### config.mk
export PLATFORM = sky130hd
export DESIGN_NAME = sram_host
export DESIGN_NICKNAME = d
export VERILOG_FILES = /design/src/logic/sram_host_pkg.sv /design/src/logic/sram_host.sv /design/src/logic/sram_sync2.sv
export SDC_FILE = /design/constraint.sdc
export NUM_CORES = 1
export LEC_CHECK = 0
export BUFFER_PORTS_ARGS = -buffer_cell sky130_fd_sc_hd__buf_2
export CORE_MARGIN = 2
export CORE_UTILIZATION = 51
export CTS_BUF_LIST = sky130_fd_sc_hd__clkbuf_8 sky130_fd_sc_hd__clkbuf_16
export DETAILED_ROUTE_END_ITERATION = 8
export PLACE_DENSITY = 0.9
export SYNTH_ARGS = -nofsm -noshare
export SYNTH_HDL_FRONTEND = slang
export SYNTH_SLANG_ARGS = --single-unit
### constraint.sdc
create_clock -name CLK -period 7.7 [get_ports CLK]
set_input_delay 1.54 -clock CLK [delete_from_list [all_inputs] [get_ports CLK]]
set_output_delay 1.54 -clock CLK [all_outputs]
set_load 0.01 [all_outputs]
### src/logic/sram_host_pkg.sv
package sram_host_pkg;

  // ---------------------------------------------------------------------------
  // Widths and fixed values
  // ---------------------------------------------------------------------------
  localparam int ADDR_W = 20;
  localparam int DATA_W = 16;
  localparam int BYTE_W = 8;
  localparam int CNT_W = 5;
  localparam int CLK_PERIOD_NS = 50;
  localparam logic [CNT_W-1:0] CNT_ZERO = 5'h00;
  localparam logic [CNT_W-1:0] CNT_ONE = 5'h01;
  localparam logic [1:0] LANES_NONE = 2'h3;
  localparam logic [1:0] LANES_BOTH = 2'h0;

  // ---------------------------------------------------------------------------
  // Timing in ns, fast grade first, slow grade second
  // ---------------------------------------------------------------------------
  localparam int ADDRESS_ACCESS_TIME_NS[2] = '{55, 70};
  localparam int OUTPUT_ENABLE_ACCESS_TIME_NS[2] = '{25, 35};
  localparam int LANE_ENABLE_ACCESS_TIME_NS[2] = '{55, 70};
  localparam int ADDRESS_SETUP_TO_WRITE_END_NS[2] = '{40, 60};
  localparam int WRITE_DATA_SETUP_NS[2] = '{25, 30};
  localparam int RECOVERY_NS[2] = '{55, 70};
  localparam int OUTPUT_OFF_NS[2] = '{20, 25};

  // Least times round up to whole cycles, never under one.
  function automatic logic [CNT_W-1:0] min_cycles(input int ns);
    int c;
    c = (ns + CLK_PERIOD_NS - 1) / CLK_PERIOD_NS;
    if (c < 1) begin
      c = 1;
    end
    return CNT_W'(c);
  endfunction

  // ---------------------------------------------------------------------------
  // Carriers
  // ---------------------------------------------------------------------------
  typedef enum logic [2:0] {
    ST_IDLE = 3'h0,
    ST_READ = 3'h1,
    ST_TURN = 3'h3,
    ST_WRITE = 3'h2,
    ST_RECOVER = 3'h6
  } state_e;

  typedef struct packed {
    logic chip_select_low_n;
    logic chip_select_high;
    logic write_n;
    logic output_enable_n;
    logic upper_lane_enable_n;
    logic lower_lane_enable_n;
    logic [ADDR_W-1:0] addr;
    logic [DATA_W-1:0] dout;
    logic data_oe;
  } pins_s;

  typedef struct packed {
    logic write;
    logic [ADDR_W:0] addr;
    logic [DATA_W-1:0] wdata;
    logic [1:0] lanes_n;
  } req_s;

endpackage

### src/logic/sram_host.sv
`timescale 1ns/100ps
// Contract
// (RULE_01) With the width strap high the memory holds 1M sixteen-bit words with both lanes.
// (RULE_02) With the strap low it holds 2M bytes, top data pin as extra address MSB, lanes unused.
// (RULE_03) Either chip select inactive, or both lane enables high, deselects the memory.
// (RULE_04) A write lasts only while strobe, both chip selects and a lane enable are all active.
// (RULE_05) Write data setup and hold count from whichever edge ends the write overlap.
// (RULE_06) Read data is valid 55 ns or 70 ns after a stable address while selected.
// (RULE_07) Old read data holds at least 10 ns after an address change.
// (RULE_08) Data is valid 25 ns or 35 ns after output enable falls.
// (RULE_09) A lane's data is valid 55 ns or 70 ns after its lane enable falls.
// (RULE_10) The write address is stable at least 40 ns or 60 ns before write end.
// (RULE_11) Write data is valid at least 25 ns or 30 ns before write end, no hold needed.
// (RULE_12) After data retention the controller waits 55 ns or 70 ns before an access.
// (RULE_13) The write strobe stays high through every read.
// (RULE_14) The memory floats its data pins while output enable is high.
// (RULE_15) Upper lane enable gates bits 15..8, lower lane enable bits 7..0.
// (RULE_16) The controller drives data only with output enable high; byte-mode reads still drive the bus (top pin as address MSB) with it low.
module sram_host #(
  parameter bit SLOW_GRADE = 1'b0
) (
  input wire logic CLK,
  input wire logic RST_B,
  input wire logic WIDE_MODE,
  input wire logic RETENTION_EXIT,
  input wire sram_host_pkg::req_s REQ,
  input wire logic REQ_VALID,
  output logic REQ_READY,
  output logic [sram_host_pkg::DATA_W-1:0] RDATA,
  output logic RDATA_VALID,
  output sram_host_pkg::pins_s PINS,
  input wire logic [sram_host_pkg::DATA_W-1:0] DQ_IN
);

  // ---------------------------------------------------------------------------
  // Cycle counts derived from the grade
  // ---------------------------------------------------------------------------
  localparam int G = SLOW_GRADE ? 1 : 0;
  // Read waits the address access time alone, which covers the output-enable and lane access times.
  localparam logic [sram_host_pkg::CNT_W-1:0] READ_CYC =
    sram_host_pkg::min_cycles(sram_host_pkg::ADDRESS_ACCESS_TIME_NS[G]); // RULE_06 RULE_08 RULE_09
  localparam int WR_NS = sram_host_pkg::ADDRESS_SETUP_TO_WRITE_END_NS[G] >
    sram_host_pkg::WRITE_DATA_SETUP_NS[G] ? sram_host_pkg::ADDRESS_SETUP_TO_WRITE_END_NS[G] :
    sram_host_pkg::WRITE_DATA_SETUP_NS[G];
  localparam logic [sram_host_pkg::CNT_W-1:0] WRITE_CYC = sram_host_pkg::min_cycles(WR_NS);
  localparam logic [sram_host_pkg::CNT_W-1:0] TURN_CYC =
    sram_host_pkg::min_cycles(sram_host_pkg::OUTPUT_OFF_NS[G]);
  localparam logic [sram_host_pkg::CNT_W-1:0] RECOVER_CYC =
    sram_host_pkg::min_cycles(sram_host_pkg::RECOVERY_NS[G]);

  // ---------------------------------------------------------------------------
  // Reset release and input synchronisers
  // ---------------------------------------------------------------------------
  logic [1:0] rst_sync_reg;
  logic rst_b;
  always_ff @(posedge CLK or negedge RST_B) begin
    if (!RST_B) begin
      rst_sync_reg <= 2'h0;
    end else begin
      rst_sync_reg <= {rst_sync_reg[0], 1'b1};
    end
  end
  assign rst_b = rst_sync_reg[1];

  logic [sram_host_pkg::DATA_W+1:0] sync_q;
  sram_sync2 #(.W(sram_host_pkg::DATA_W + 2)) u_sync (
    .CLK(CLK),
    .rst_b(rst_b),
    .d({WIDE_MODE, RETENTION_EXIT, DQ_IN}),
    .q(sync_q)
  );
  logic wide_s;
  logic ret_exit_s;
  logic [sram_host_pkg::DATA_W-1:0] dq_s;
  assign wide_s = sync_q[sram_host_pkg::DATA_W+1];
  assign ret_exit_s = sync_q[sram_host_pkg::DATA_W];
  assign dq_s = sync_q[sram_host_pkg::DATA_W-1:0];

  // ---------------------------------------------------------------------------
  // State
  // ---------------------------------------------------------------------------
  typedef struct packed {
    sram_host_pkg::state_e state;
    logic [sram_host_pkg::CNT_W-1:0] cnt;
    sram_host_pkg::pins_s pins;
    logic ready;
    logic [sram_host_pkg::DATA_W-1:0] rdata;
    logic rvalid;
    logic [1:0] lanes_n;
  } host_s;

  host_s st_reg;
  host_s st_next;

  localparam sram_host_pkg::pins_s PINS_IDLE = '{
    chip_select_low_n: 1'b1, chip_select_high: 1'b0, write_n: 1'b1,
    output_enable_n: 1'b1, upper_lane_enable_n: 1'b1, lower_lane_enable_n: 1'b1,
    addr: '0, dout: '0, data_oe: 1'b0};

  always_comb begin
    st_next = st_reg;
    st_next.rvalid = 1'b0;
    if (ret_exit_s) begin
      // Supply just left retention: hold off all access for the recovery time.
      st_next.state = sram_host_pkg::ST_RECOVER; // RULE_12
      st_next.cnt = RECOVER_CYC;
      st_next.ready = 1'b0;
      st_next.pins = PINS_IDLE;
    end else begin
      case (st_reg.state)
        sram_host_pkg::ST_IDLE: begin
          st_next.pins = PINS_IDLE; // RULE_03
          st_next.ready = 1'b1;
          if (REQ_VALID && st_reg.ready) begin
            st_next.ready = 1'b0;
            st_next.pins.chip_select_low_n = 1'b0;
            st_next.pins.chip_select_high = 1'b1;
            if (wide_s) begin
              st_next.pins.addr = REQ.addr[sram_host_pkg::ADDR_W-1:0]; // RULE_01
              st_next.lanes_n = REQ.lanes_n; // RULE_15
              st_next.pins.dout = REQ.wdata;
            end else begin
              // Byte mode: low address bits on the address pins, MSB on the top data pin.
              st_next.pins.addr = REQ.addr[sram_host_pkg::ADDR_W-1:0]; // RULE_02
              st_next.lanes_n = sram_host_pkg::LANES_BOTH;
              st_next.pins.dout = {REQ.addr[sram_host_pkg::ADDR_W],
                {(sram_host_pkg::DATA_W-sram_host_pkg::BYTE_W-1){1'b0}},
                REQ.wdata[sram_host_pkg::BYTE_W-1:0]};
            end
            st_next.pins.upper_lane_enable_n = st_next.lanes_n[1];
            st_next.pins.lower_lane_enable_n = st_next.lanes_n[0];
            if (REQ.write) begin
              // Output enable stays high, so the memory floats and we may drive.
              st_next.pins.output_enable_n = 1'b1; // RULE_16
              st_next.pins.data_oe = 1'b1;
              st_next.pins.write_n = 1'b0; // RULE_04
              st_next.state = sram_host_pkg::ST_WRITE;
              st_next.cnt = WRITE_CYC;
            end else begin
              st_next.pins.write_n = 1'b1; // RULE_13
              st_next.pins.output_enable_n = 1'b0;
              st_next.pins.data_oe = !wide_s;
              st_next.state = sram_host_pkg::ST_READ;
              st_next.cnt = READ_CYC;
            end
          end
        end
        sram_host_pkg::ST_READ: begin
          st_next.cnt = st_reg.cnt - sram_host_pkg::CNT_ONE;
          if (st_reg.cnt == sram_host_pkg::CNT_ONE) begin
            // Data sampled through the synchroniser, so it is two cycles older.
            st_next.state = sram_host_pkg::ST_TURN;
            st_next.cnt = TURN_CYC + sram_host_pkg::CNT_ONE + sram_host_pkg::CNT_ONE;
          end
        end
        sram_host_pkg::ST_TURN: begin
          st_next.cnt = st_reg.cnt - sram_host_pkg::CNT_ONE;
          if (st_reg.cnt == TURN_CYC) begin
            st_next.rdata = wide_s ? dq_s :
              {{(sram_host_pkg::DATA_W-sram_host_pkg::BYTE_W){1'b0}},
               dq_s[sram_host_pkg::BYTE_W-1:0]};
            st_next.rvalid = 1'b1;
            st_next.pins = PINS_IDLE;
          end
          if (st_reg.cnt == sram_host_pkg::CNT_ONE) begin
            st_next.state = sram_host_pkg::ST_IDLE;
          end
        end
        sram_host_pkg::ST_WRITE: begin
          st_next.cnt = st_reg.cnt - sram_host_pkg::CNT_ONE;
          if (st_reg.cnt == sram_host_pkg::CNT_ONE) begin
            // Strobe, low select and lane enables rise as the high select falls; data and address stay this edge.
            st_next.pins.write_n = 1'b1; // RULE_05 RULE_10 RULE_11
            st_next.pins.chip_select_low_n = 1'b1;
            st_next.pins.chip_select_high = 1'b0;
            st_next.pins.upper_lane_enable_n = 1'b1;
            st_next.pins.lower_lane_enable_n = 1'b1;
            st_next.state = sram_host_pkg::ST_IDLE;
          end
        end
        sram_host_pkg::ST_RECOVER: begin
          st_next.cnt = st_reg.cnt - sram_host_pkg::CNT_ONE;
          if (st_reg.cnt == sram_host_pkg::CNT_ONE) begin
            st_next.state = sram_host_pkg::ST_IDLE;
          end
        end
        default: begin
          st_next.state = sram_host_pkg::ST_IDLE;
          st_next.pins = PINS_IDLE;
        end
      endcase
    end
  end

  always_ff @(posedge CLK or negedge rst_b) begin
    if (!rst_b) begin
      st_reg <= '{state: sram_host_pkg::ST_IDLE, cnt: sram_host_pkg::CNT_ZERO,
                  pins: PINS_IDLE, ready: 1'b0, rdata: '0, rvalid: 1'b0,
                  lanes_n: sram_host_pkg::LANES_NONE};
    end else begin
      st_reg <= st_next;
    end
  end

  assign PINS = st_reg.pins;
  assign REQ_READY = st_reg.ready;
  assign RDATA = st_reg.rdata;
  assign RDATA_VALID = st_reg.rvalid;

  // ---------------------------------------------------------------------------
  // Checks
  // ---------------------------------------------------------------------------
  read_strobe_high_a : assert property ( // RULE_13
    @(posedge CLK) disable iff (!rst_b)
    !PINS.output_enable_n |-> PINS.write_n)
    else $error("write strobe low during read");

  no_drive_oe_a : assert property ( // RULE_16
    @(posedge CLK) disable iff (!rst_b)
    (PINS.data_oe && !PINS.write_n) |-> PINS.output_enable_n)
    else $error("host drives data while memory may drive");

  // The strobe must have been low, on the same address, WRITE_CYC cycles before it rises.
  write_length_a : assert property ( // RULE_10
    @(posedge CLK) disable iff (!rst_b)
    $rose(PINS.write_n) |-> !$past(PINS.write_n, WRITE_CYC) &&
      ($past(PINS.addr, WRITE_CYC) == PINS.addr))
    else $error("write pulse not held for setup time");

  write_data_stable_a : assert property ( // RULE_11
    @(posedge CLK) disable iff (!rst_b)
    (!PINS.write_n && !$fell(PINS.write_n)) |-> $stable(PINS.dout))
    else $error("write data changed inside write");

  write_ends_all_a : assert property ( // RULE_04
    @(posedge CLK) disable iff (!rst_b)
    $rose(PINS.write_n) |-> PINS.chip_select_low_n && !PINS.chip_select_high)
    else $error("write end left chip selected");

  read_wait_a : assert property ( // RULE_06
    @(posedge CLK) disable iff (!rst_b)
    $fell(PINS.output_enable_n) |-> !PINS.output_enable_n[*2])
    else $error("read shorter than access time");

  recover_wait_a : assert property ( // RULE_12
    @(posedge CLK) disable iff (!rst_b)
    ret_exit_s |=> !REQ_READY[*2])
    else $error("access allowed during recovery");

  recover_deselect_a : assert property ( // RULE_12
    @(posedge CLK) disable iff (!rst_b)
    (st_reg.state == sram_host_pkg::ST_RECOVER) |->
      PINS.chip_select_low_n && !PINS.chip_select_high)
    else $error("memory selected during recovery");

  idle_deselect_a : assert property ( // RULE_03
    @(posedge CLK) disable iff (!rst_b)
    (st_reg.state == sram_host_pkg::ST_IDLE) |-> PINS.chip_select_low_n)
    else $error("memory selected while idle");

endmodule

### src/logic/sram_sync2.sv
`timescale 1ns/100ps
module sram_sync2 #(
  parameter int W = 1
) (
  input wire logic CLK,
  input wire logic rst_b,
  input wire logic [W-1:0] d,
  output logic [W-1:0] q
);

  typedef struct packed {
    logic [W-1:0] s1;
    logic [W-1:0] s2;
  } sync_s;

  sync_s st_reg;
  sync_s st_next;

  always_comb begin
    st_next.s1 = d;
    st_next.s2 = st_reg.s1;
  end

  always_ff @(posedge CLK or negedge rst_b) begin
    if (!rst_b) begin
      st_reg <= '0;
    end else begin
      st_reg <= st_next;
    end
  end

  assign q = st_reg.s2;

endmodule

-- Yosys cells after proc, flatten, opt, wreduce, memory -nomap -nowiden
Cells that the tools add are included.
- register bits: 109
- bits in latches: 0
- memory bits (writable): 0
- memory bits (read-only): 0
- output and inout port bits: 61
- memories: 0
- add/subtract/negate cells: 1
- multipliers: 0
- divide/modulo/power cells: 0
- magnitude comparators: 0
- equality and inequality tests: 12
- shift-type cells: 0
- mux-type cells: 25
- bitwise logic cells: 1
- reductions and logical operators: 14
- operators with widths (cell ; number):
    $pmux 37 s3 ; 1
    $mux 52 ; 2
    $mux 43 ; 1
    $mux 16 ; 2
    $pmux 5 s3 ; 1
    $ne 3x2->1 const B ; 4
    $pmux 3 s4 ; 1
    $reduce_and 3->1 ; 4
    $mux 2 ; 5
    $mux 3 ; 3
    $pmux 3 s3 ; 1
    $mux 8 ; 1
    $pmux 2 s4 ; 1
    $mux 7 ; 1
    $eq 3x2->1 const B ; 2
    $reduce_or 3->1 ; 2
    $eq 5x1->1 const B ; 1
    $sub 5x1->5 const B ; 1
    $mux 1 ; 4
    $ne 2x1->1 const B ; 2
    $reduce_and 2->1 ; 2
    $reduce_bool 4->1 ; 1
    $eq 3x1->1 const B ; 1
    $eq 3x3->1 const B ; 1
    8 further kinds ; 8

-- Depth between registers and ports, before layout
Gate-level depths: netlist of run 1.
- depth in word-level cells: 5
- mapped depth: 9
- depth with buffers taken out: 6

-- By module
Synthesis of run 1 repeated with hierarchy kept, for this count alone.
- cells, all modules: 323
- area total of the unflattened synthesis: 4250.3 µm²
- by module, submodules not included (module ; times used ; cells each ; area an instance (µm²) ; seq. area each (µm²)):
    sram_host ; 1 ; 287 ; 3349.5 ; 1783.0
    sram_sync2 ; 1 ; 36 ; 900.9 ; 900.9

-- Least setup slack after synthesis of run 1
OpenSTA, ideal clock, no wires.
- kind: input to register
- from: input port REQ_VALID
- to: register st_reg (netlist bit PINS[26])
- library setup time: 0.066 ns
- arrival: 2.539 ns
- setup slack: 5.094 ns
- cell stages on the path: 5
- buffers on the path: 2
- path through: nand2_1 nor3_1 clkbuf_1 clkbuf_1 a22o_1
- cells in the longest elaborated chain, start to end: 4
- RTL lines (what ; RTL line ; text):
    start, declared ; sram_host.sv:27 ; input wire logic REQ_VALID,
    $logic_and 1x1->1 ; sram_host.sv:114 ; if (REQ_VALID && st_reg.ready) begin
    $mux 52 ; sram_host.sv:114 ;
    $pmux 37 s3 ; sram_host.sv:110 ; case (st_reg.state)
    $mux 52 ; sram_host.sv:103 ; if (ret_exit_s) begin
    end signal, assigned ; sram_host.sv:197 ; st_reg <= '{state: sram_host_pkg::ST_IDLE, cnt: sram_host_pkg::CNT_ZERO,
    end signal, assigned ; sram_host.sv:201 ; st_reg <= st_next;
    end, declared ; sram_host.sv:92 ; host_s st_reg;
No other way between the ends. The select of a mux whose other input is x is not followed.
A chain may end at the register's enable or synchronous reset.

-- Worst setup path after layout of run 1
- from: input port REQ_VALID
- to: register st_reg[67] (netlist bit)
- cells in the longest elaborated chain, start to end: 3
- RTL lines (what ; RTL line):
    $logic_and 1x1->1 ; sram_host.sv:114
    $ne 3x2->1 (no source line) ; n/a
    $reduce_and 2->1 (no source line) ; n/a
No other way between the ends.

==> results.md, run 1 <==
- Die area: 8955 µm²
- Root Driver: clkbuf_8
- Die Height: 94.63 µm
- Endpoints failing hold: 0
- Register area share after synthesis: 64.07%
- Most frequent cells in the layout: buf_2 (121), dfrtp_1 (101), a22o_1 (30)
- Max-capacitance violation count: 0
- Gr ovfl total: 0
- Initial DRC count: 56
- Max H-tree Level: 3
- Worst-path fanout max: 9
- Combinational power share: 9.1%
- Synth Area in Simple Gates: 5.824%
- Final instance area: 4641 µm²
- Hold buffers post-CTS: 0
- Final period util: 33.83%
- Number of buffers added on ports: 121
- Initial antenna violation count: 0
- Sw Ratio: 27.67%
- Number of buffers created by CTS: 9
- Fraction of layout instances using a drive strength above 1: 40.66%
- Clock slew at the register clock pins of the worst setup and hold paths: 0.11 ns
- Hold WC Path Type: reg2async
- Status: complete, no violations
- Total wire length: 7.517 mm
- Setup bufs post-CTS: 0
- Nets: 449
- Max Fclk: 383.9 MHz
- Total number of yosys warnings: 0
- Total net switching power: 289.3 µW
- DR DRC count: 0
- Synth Flop Type: dfrtp_1
- Setup TNS: 0 ns
- Skew-Pair Late Insertion Delay: 0.37 ns
- Yosys cell types: 37
- Average cell area after synthesis: 12.77 µm²
- Setup CP Type: in2reg
- Post-Synth Adder-Cell Area: 0.5974%
- Total Routing Usage GR: 17.46%
- Die X: 94.63 µm
- Post-DP HPWL: 5.181 mm
- N_diodes: 0
- Internal power: 756.3 µW
- Pwr per Cell Area: 225.3 nW/µm²
- Net Count, Synth: 391
- Clock sink count: 107
- Initial core utilization: 51.76%
- Number of flops mapped to enable cells by yosys: 0
- Placement Rows: 33
- Final setup margin: 5.095 ns
- Tmin final: 2.605 ns
- Largest family of logic cells by synthesized area: buffers and inverters
- Worst setup SP type: primary input
- Number of synthesized register bits: 107
- Multiplexer share of the synthesized area: 3.136%
- Clock Skew: 0.02006 ns
- Pre-antenna DRT Iters: 4
- Final Setup Violations: 0
- Crit path required time: 7.99 ns
- Antenna-violating nets left: 0
- Asr flop ratio synth: 100.0%
- Via count: 2,569
- Post-Place Worst Slack: 4.713 ns
- XOR/XNOR Fraction of Synth Area: 0%
- Cells after synthesis: 328
- RSZ-0062 raised after global routing: false
- Max-slew violations: 0
- Commonest non-fill, non-tap cell in the layout: buf_2
- Wire length of the first global-routing pass: 11.82 mm
- Leak: 2.451 nW
- Wire per inst: 15.16 µm
- IO Pins: 122
- Synth Cell Area: 4189 µm²
- Sequential share of power: 58.4%
- Setup crit end kind: flip-flop
- CTS Buffer Depth: 2
- Final Util: 57.34%
- Largest register FFs: 43
- Syn-to-layout area delta: 10.78%
- Slew margin rel.: 20.26%
- Slew at the pin closest to its max-slew limit: 1.181 ns
- Pin count of the biggest net entering global routing: 64
- Total power: 1.046 mW
- Gpl congestion: 0.8977
- Max incr delay on CP: 0.70 ns
- Clk pwr share: 32.5%
- Mean number of vias per cell: 5.179
- Crit-path slowest cell: a211oi_1
- Post-cts resize count: 0
- CTS tree: yes
- CP arrival: 2.90 ns
- Core Box Area: 8093 µm²
- DP Area: 4437 µm²
- Max VDD drop: 0.1185 mV
- Compound-Gate Fraction of Synth Area: 13.05%
- Vias in the first global route: 2,468
- Crit path cell chain: buf_2 -> a21o_1 -> a211oi_1 -> o21ai_0 -> a21oi_1
## power groups by stage
stage	combinational (mW)	sequential [mW]	clock (mW)
2_1_floorplan	0.0606	0.616	0
4_1_cts	0.0961	0.611	0.353
3_3_place_gp	0.0897	0.619	0
3_5_place_dp	0.0959	0.621	0
6_report	0.0956	0.611	0.340
5_1_grt	0.107	0.616	0.377
## worst max-delay path: cells and delay by family
kind                   cells  cell delay (ns)
AO/OA/AOI/OAI              4             1.25
buffers and inverters      1             0.11
## cell families (layout without fill, tap and decap cells)
group | count (synthesis) | after routing
mux | 11 | 11
flops | 107 | 107
compound gates | 72 | 72
fa+ha+maj | 2 | 2
other cells | 1 | 1
buf+inv | 84 | 147
simple gates | 51 | 51
## Yosys cell counts, drive strengths merged (3+ instances only)
master  number  area share (%)
dfrtp      102              61
o21ai       14             1.7
a22o        30             6.3
dfstp        5             3.1
mux2i        3            0.72
mux2         8             2.4
a32o         7             1.7
a21oi        9             1.1
clkbuf      12             1.1
nand2       18             1.6
inv          8            0.72
buf         64              11
or3          7             1.0
nor2        14             1.3
## metal layers
metal / track usage [%] / up-vias / routed length, µm
li1: - / 1187 / -
met1: 22.26 / 1269 / 3299
met2: 29.14 / 101 / 3627
met3: 4.310 / 12 / 481
met4: 6.159 / 0 / 108
met5: 0 / - / 0
## through the flow
step	cells	hold slack [ns]
after floorplan	328	0.3312
after global placement	480	0.3208
after detailed placement	480	0.3347
after CTS	496	0.3519
after global routing	496	0.3693
final	496	0.3156
## worst paths after layout
path,cells past startpoint,slack [ns],startpoint,end
worst min-delay path,0,0.32,rst_sync_reg[1]$_DFF_PN0_,PINS[16]$_DFFE_PN0P_
worst max-delay path,5,5.10,REQ_VALID,st_reg[67]$_DFFE_PN0P_
worst min register to register,0,0.32,rst_sync_reg[1]$_DFF_PN0_,PINS[16]$_DFFE_PN0P_
max in group asynchronous,1,6.23,rst_sync_reg[1]$_DFF_PN0_,PINS[0]$_DFFE_PN0P_
worst max register to register,5,5.13,st_reg[64]$_DFFE_PN0P_,PINS[41]$_DFFE_PN0P_
min in group CLK,0,0.36,u_sync.st_next[6]$_DFF_PN0_,u_sync.q[6]$_DFF_PN0_
## layout make-up
class | count | area [µm²]
Clock buffer | 9 | 123.9
Clock inverter | 7 | 80.08
Fill cell | 690 | 3452
Inverter | 8 | 30.03
Multi-Input combinational cell | 137 | 967.2
Sequential cell | 107 | 2688
Tap cell | 105 | 131.4
Timing Repair Buffer | 123 | 620.6
(Power assumes the default switching activity.)
==> run 2, diff against run 1 <==
ABC_AREA = 1   (was unset)
PLACE_DENSITY = 0.89   (was 0.9)
clock period = 2.5 ns   (was 7.7 ns; I/O delays follow)
==> results.md, run 2 <==
- Status: complete, no violations
- Cells after synthesis: 457
- Most common cell in the netlist: nand2_1
- Synth Cell Area: 4395 µm²
- Hold WC Path Type: in2reg
- Final Setup Violations: 0
- Mean number of vias per cell: 4.841
- Nets: 589
- CTS Buffer Depth: 2
- Max H-tree Level: 3
- Asr flop ratio synth: 100.0%
- Placement Rows: 33
- Skew-Pair Late Insertion Delay: 0.36 ns
- Yosys top cell area share: 58.07%
- Top cells by count, synth: nand2_1 (184), dfrtp_1 (102), buf_4 (60)
- Total power: 3.343 mW
- Crit-path slowest cell: dfrtp_1
- Setup crit end kind: flip-flop
- Register area share after synthesis: 61.06%
- Largest register FFs: 43
- CP arrival: 2.19 ns
- Core Box Area: 8299 µm²
- Total wire length: 8.615 mm
- Max-slew violations: 0
- N_diodes: 0
- Initial antenna violation count: 0
- Yosys cell types: 27
- Setup TNS: 0 ns
- Tmin final: 1.886 ns
- Most frequent cells in the layout: nand2_1 (184), buf_2 (121), dfrtp_1 (101)
- Leak: 2.905 nW
- Setup bufs post-CTS: 0
- CTS tree: yes
- Sw Ratio: 23.50%
- Post-DP HPWL: 6.477 mm
- Average cell area after synthesis: 9.618 µm²
- Cell taking the most area after synthesis: dfrtp_1
- Setup CP Type: reg2reg
- Max VDD drop: 0.3433 mV
- Net Count, Synth: 520
- Wire length of the first global-routing pass: 14.80 mm
- Via count: 3,079
- Syn-to-layout area delta: 12.15%
- Initial core utilization: 52.96%
- Die X: 96.84 µm
- Gr ovfl total: 0
- Combinational power share: 7.6%
- Number of buffers created by CTS: 9
- Pre-antenna DRT Iters: 4
- Total net switching power: 785.8 µW
- Number of synthesized register bits: 107
- Wire per inst: 13.55 µm
- Slew margin rel.: 53.39%
- Total number of yosys warnings: 0
- Clk pwr share: 37.3%
- Die area: 9377 µm²
- Gpl congestion: 0.8232
- Final period util: 75.43%
- Initial DRC count: 196
- RSZ-0062 raised after global routing: false
- DR DRC count: 0
- Internal power: 2.557 mW
- Most frequent CP cell: inv_1
- Final instance area: 4930 µm²
- Crit path cell chain: inv_1 -> ha_1 -> inv_1 -> nor2_1 -> nand2_2 -> nor3_4 -> buf_4 -> nand3_1 -> nand2_1
- Antenna-violating nets left: 0
- DP Area: 4676 µm²
- Endpoints failing hold: 0
- Pin count of the biggest net entering global routing: 54
- Number of flops mapped to enable cells by yosys: 0
- Synth top area cells: dfrtp_1 (58%), nand2_1 (16%), buf_4 (10%)
- Vias in the first global route: 3,171
- Clock Skew: 0.01465 ns
- Number of buffers added on ports: 121
- Clock slew at the register clock pins of the worst setup and hold paths: 0.10 ns
- Crit path required time: 2.80 ns
- Fraction of layout instances using a drive strength above 1: 29.38%
- Max-capacitance violation count: 0
- Max Fclk: 530.3 MHz
- Worst setup SP type: flip-flop
- Pwr per Cell Area: 678.1 nW/µm²
- Clock sink count: 107
- Synth Flop Type: dfrtp_1
- Root Driver: clkbuf_8
- Commonest non-fill, non-tap cell in the layout: nand2_1
- Worst-path fanout max: 11
- Max incr delay on CP: 0.41 ns
- IO Pins: 122
- Total Routing Usage GR: 19.64%
- Sequential share of power: 55.1%
- Slew at the pin closest to its max-slew limit: 0.6991 ns
- Die Height: 96.84 µm
- Min Hold Slack: 0.2354 ns
[run 2: changes by cell type after synthesis, sizes merged, moves of 5 or more]
cell / change
or3: -7
a22o: -30
nand4: +5
nand2: +167
o21ai: -6
a32o: -7
buf: +7
inv: +12
clkbuf: -11
nand3: +26
mux2: -8
[run 2: final timing paths]
| check | start | end | slack, ns | depth (start not counted) |
|---|---|---|---|---|
| min in group asynchronous | rst_sync_reg[1]$_DFF_PN0_ | PINS[25]$_DFFE_PN0P_ | 0.36 | 0 |
| worst min register to register | u_sync.st_next[4]$_DFF_PN0_ | u_sync.q[4]$_DFF_PN0_ | 0.34 | 0 |
| worst max-delay path | st_reg[64]$_DFFE_PN0P_ | RDATA[14]$_DFFE_PN0P_ | 0.61 | 9 |
| max in group asynchronous | rst_sync_reg[1]$_DFF_PN0_ | u_sync.st_next[3]$_DFF_PN0_ | 1.43 | 1 |
| worst min-delay path | DQ_IN[14] | u_sync.st_next[14]$_DFF_PN0_ | 0.24 | 1 |
| worst max register to register | st_reg[64]$_DFFE_PN0P_ | RDATA[14]$_DFFE_PN0P_ | 0.61 | 9 |
[run 2: cell type report]
class	count	area [µm²]
Clock buffer	9	123.9
Timing Repair Buffer	130	688.2
Tap cell	105	131.4
Sequential cell	107	2688
Inverter	21	81.33
Multi-Input combinational cell	257	1097
Fill cell	693	3369
Clock inverter	7	120.1
[run 2: logic make-up after synthesis]
logic type / count (synthesis) / synth area share, %
AND/OR/NAND/NOR: 234 / 21.72
adder cells (fa/ha/maj): 2 / 0.5692
other: 1 / 0.08532
buffers and inverters: 93 / 13.98
XOR/XNOR: 1 / 0.1993
flip-flops: 107 / 61.06
AO/OA/AOI/OAI: 18 / 2.164
multiplexers: 1 / 0.2277
[run 2: critical path: cells and delay by family, from the launching register on]
kind,cells,cell delay (ns)
buffers and inverters,3,0.38
DFF,1,0.41
and+or+nand+nor,5,0.89
adders and majority gates,1,0.14
[run 2: per-stage QoR]
stage          cells  worst slack, ns  utilization, %
5_1_grt          636           0.4274           59.40
3_5_place_dp     619           0.6247           56.34
6_report         636           0.6142           59.40
2_1_floorplan    457           0.7123               -
3_3_place_gp     619           0.6990           56.34
4_1_cts          636           0.5951           59.40
[run 2: what timing repair did]
action,4_1_cts,5_1_grt
endpoints found under the setup margin,0,0
hold buffers,1,0
hold endpoints to repair,2,0
gates resized for setup,0,0
[run 2: power groups by stage]
stage	combinational, mW	sequential [mW]	clock, mW
6_report	0.253	1.84	1.25
2_1_floorplan	0.157	1.87	0
4_1_cts	0.254	1.84	1.27
3_5_place_dp	0.251	1.88	0
3_3_place_gp	0.236	1.87	0
5_1_grt	0.293	1.85	1.35
[run 2: per-layer routing]
metal	GRT usage, %	vias up	wire (µm)
met2	33.44	110	4310
met4	5.959	0	131
met5	0	-	0
li1	-	1495	-
met1	25.15	1460	3629
met3	4.480	14	544
==> run 3, diff against run 2 <==
ABC_AREA = 0   (was 1)
CORE_UTILIZATION = 46   (was 51)
PLACE_DENSITY = 0.86   (was 0.89)
clock period = 1.6 ns   (was 2.5 ns; I/O delays follow)
==> results.md, run 3 (synthesis gave the netlist of run 1 again) <==
- Pre-antenna DRT Iters: 4
- Hold WC Path Type: in2reg
- Placement Rows: 34
- Wire length of the first global-routing pass: 14.63 mm
- Gr ovfl total: 0
- Pwr per Cell Area: 1067 nW/µm²
- Max H-tree Level: 3
- Worst-path fanout max: 6
- Crit path max-delay family: simple AND/OR/NAND/NOR gates
- Max VDD drop: 0.5737 mV
- Gpl congestion: 0.8993
- Wire per inst: 17.38 µm
- Skew-Pair Late Insertion Delay: 0.37 ns
- Commonest non-fill, non-tap cell in the layout: buf_2
- Max-capacitance violation count: 0
- Post-Place Worst Slack: -0.6802 ns
- IO Pins: 122
- Number of buffers added on ports: 121
- Mean number of vias per cell: 5.243
- Failing checks: negative setup slack
- Setup TNS: -25.29 ns
- Reg2reg setup slack: -0.44 ns
- DR DRC count: 0
- Crit-path slowest cell: or4b_4
- CTS Buffer Depth: 2
- Final Util: 59.62%
- Max Fclk: 490.5 MHz
- Vias in the first global route: 2,883
- Tmin final: 2.039 ns
- Largest register FFs: 43
- Number of buffers created by CTS: 9
- Die area: 9886 µm²
- Final instance area: 5225 µm²
- Via count: 2,852
- Max incr delay on CP: 0.49 ns
- Final setup margin: -0.4388 ns
- Endpoints failing hold: 0
- Clock Skew: 0.01488 ns
- Die X: 99.43 µm
- Initial core utilization: 47.80%
- Worst path buffer plus inverter count: 4
- Setup crit end kind: flip-flop
- Total Routing Usage GR: 19.33%
- N_diodes: 0
- CTS tree: yes
- Initial DRC count: 87
- Total power: 5.574 mW
- Clock slew at the register clock pins of the worst setup and hold paths: 0.11 ns
- Core Box Area: 8763 µm²
- Status: finished with violations
- Cell Count Post-Placement: 509
- Pin count of the biggest net entering global routing: 64
- Crit path cell chain: inv_2 -> ha_4 -> or4b_4 -> buf_6 -> buf_4 -> o311ai_2 -> buf_4 -> nor2_1 -> nor2_1
- Antenna-violating nets left: 0
- Worst setup SP type: flip-flop
- CP arrival: 2.35 ns
- Leak: 2.713 nW
- Initial antenna violation count: 0
- Syn-to-layout area delta: 24.73%
- Nets: 494
- Fraction of layout instances using a drive strength above 1: 51.83%
- Final period util: 127.4%
- Die Height: 99.43 µm
- Clock sink count: 107
- Root Driver: clkbuf_8
- DP Area: 4678 µm²
- Total wire length: 9.452 mm
- Min Hold Slack: 0.04302 ns
- Post-DP HPWL: 5.645 mm
- RSZ-0062 raised after global routing: true
- Final Non-Filler Cells: 544
- Final Setup Violations: 68
- Crit path required time: 1.91 ns
- Most frequent cells in the layout: buf_2 (121), dfrtp_1 (101), buf_4 (31)
- Setup CP Type: reg2reg
- Max-slew violations: 0
[run 3: path summary, 6_finish.rpt]
kind | start | endpoint | depth (start not counted)
max | st_reg[64]$_DFFE_PN0P_ | PINS[42]$_DFFE_PN1P_ | 9
min | DQ_IN[4] | u_sync.st_next[4]$_DFF_PN0_ | 1
max reg2reg | st_reg[64]$_DFFE_PN0P_ | PINS[42]$_DFFE_PN1P_ | 9
min reg2reg | rst_sync_reg[1]$_DFF_PN0_ | REQ_READY$_DFFE_PN0P_ | 0
max in group asynchronous | rst_sync_reg[1]$_DFF_PN0_ | PINS[37]$_DFFE_PN1P_ | 1
min in group asynchronous | rst_sync_reg[1]$_DFF_PN0_ | REQ_READY$_DFFE_PN0P_ | 0
[run 3: area by class of cell]
class	count	area (µm²)
clock buffers	9	123.9
flip-flops and latches	107	2688
well taps	108	135.1
inverters	8	30.03
multi-input cells	145	1221
clock inverters	7	65.06
repair buffers	160	962.2
fillers	691	3538
[run 3: per-layer routing]
metal	wire, µm	up-vias	GRT usage, %
met5	0	-	0
met4	195	0	7.376
met3	524	15	4.849
met2	4754	117	32.17
met1	3977	1427	24.51
li1	-	1293	-
[run 3: timing repair]
action / 4_1_cts / 5_1_grt
hold buffers: 1 / 0
buffers inserted: 6 / 4
gates cloned: 7 / 1
pin swaps: 28 / 30
resized for setup: 30 / 23
endpoints found under the setup margin: 67 / 68
endpoints found under the hold margin: 2 / 0
[run 3: power by group]
group          internal, mW  total (mW)  switching, mW  leakage, nW
clock network         0.593        1.56          0.967       0.0955
registers              2.82        2.90         0.0814         1.37
logic                 0.559        1.12          0.557         1.24
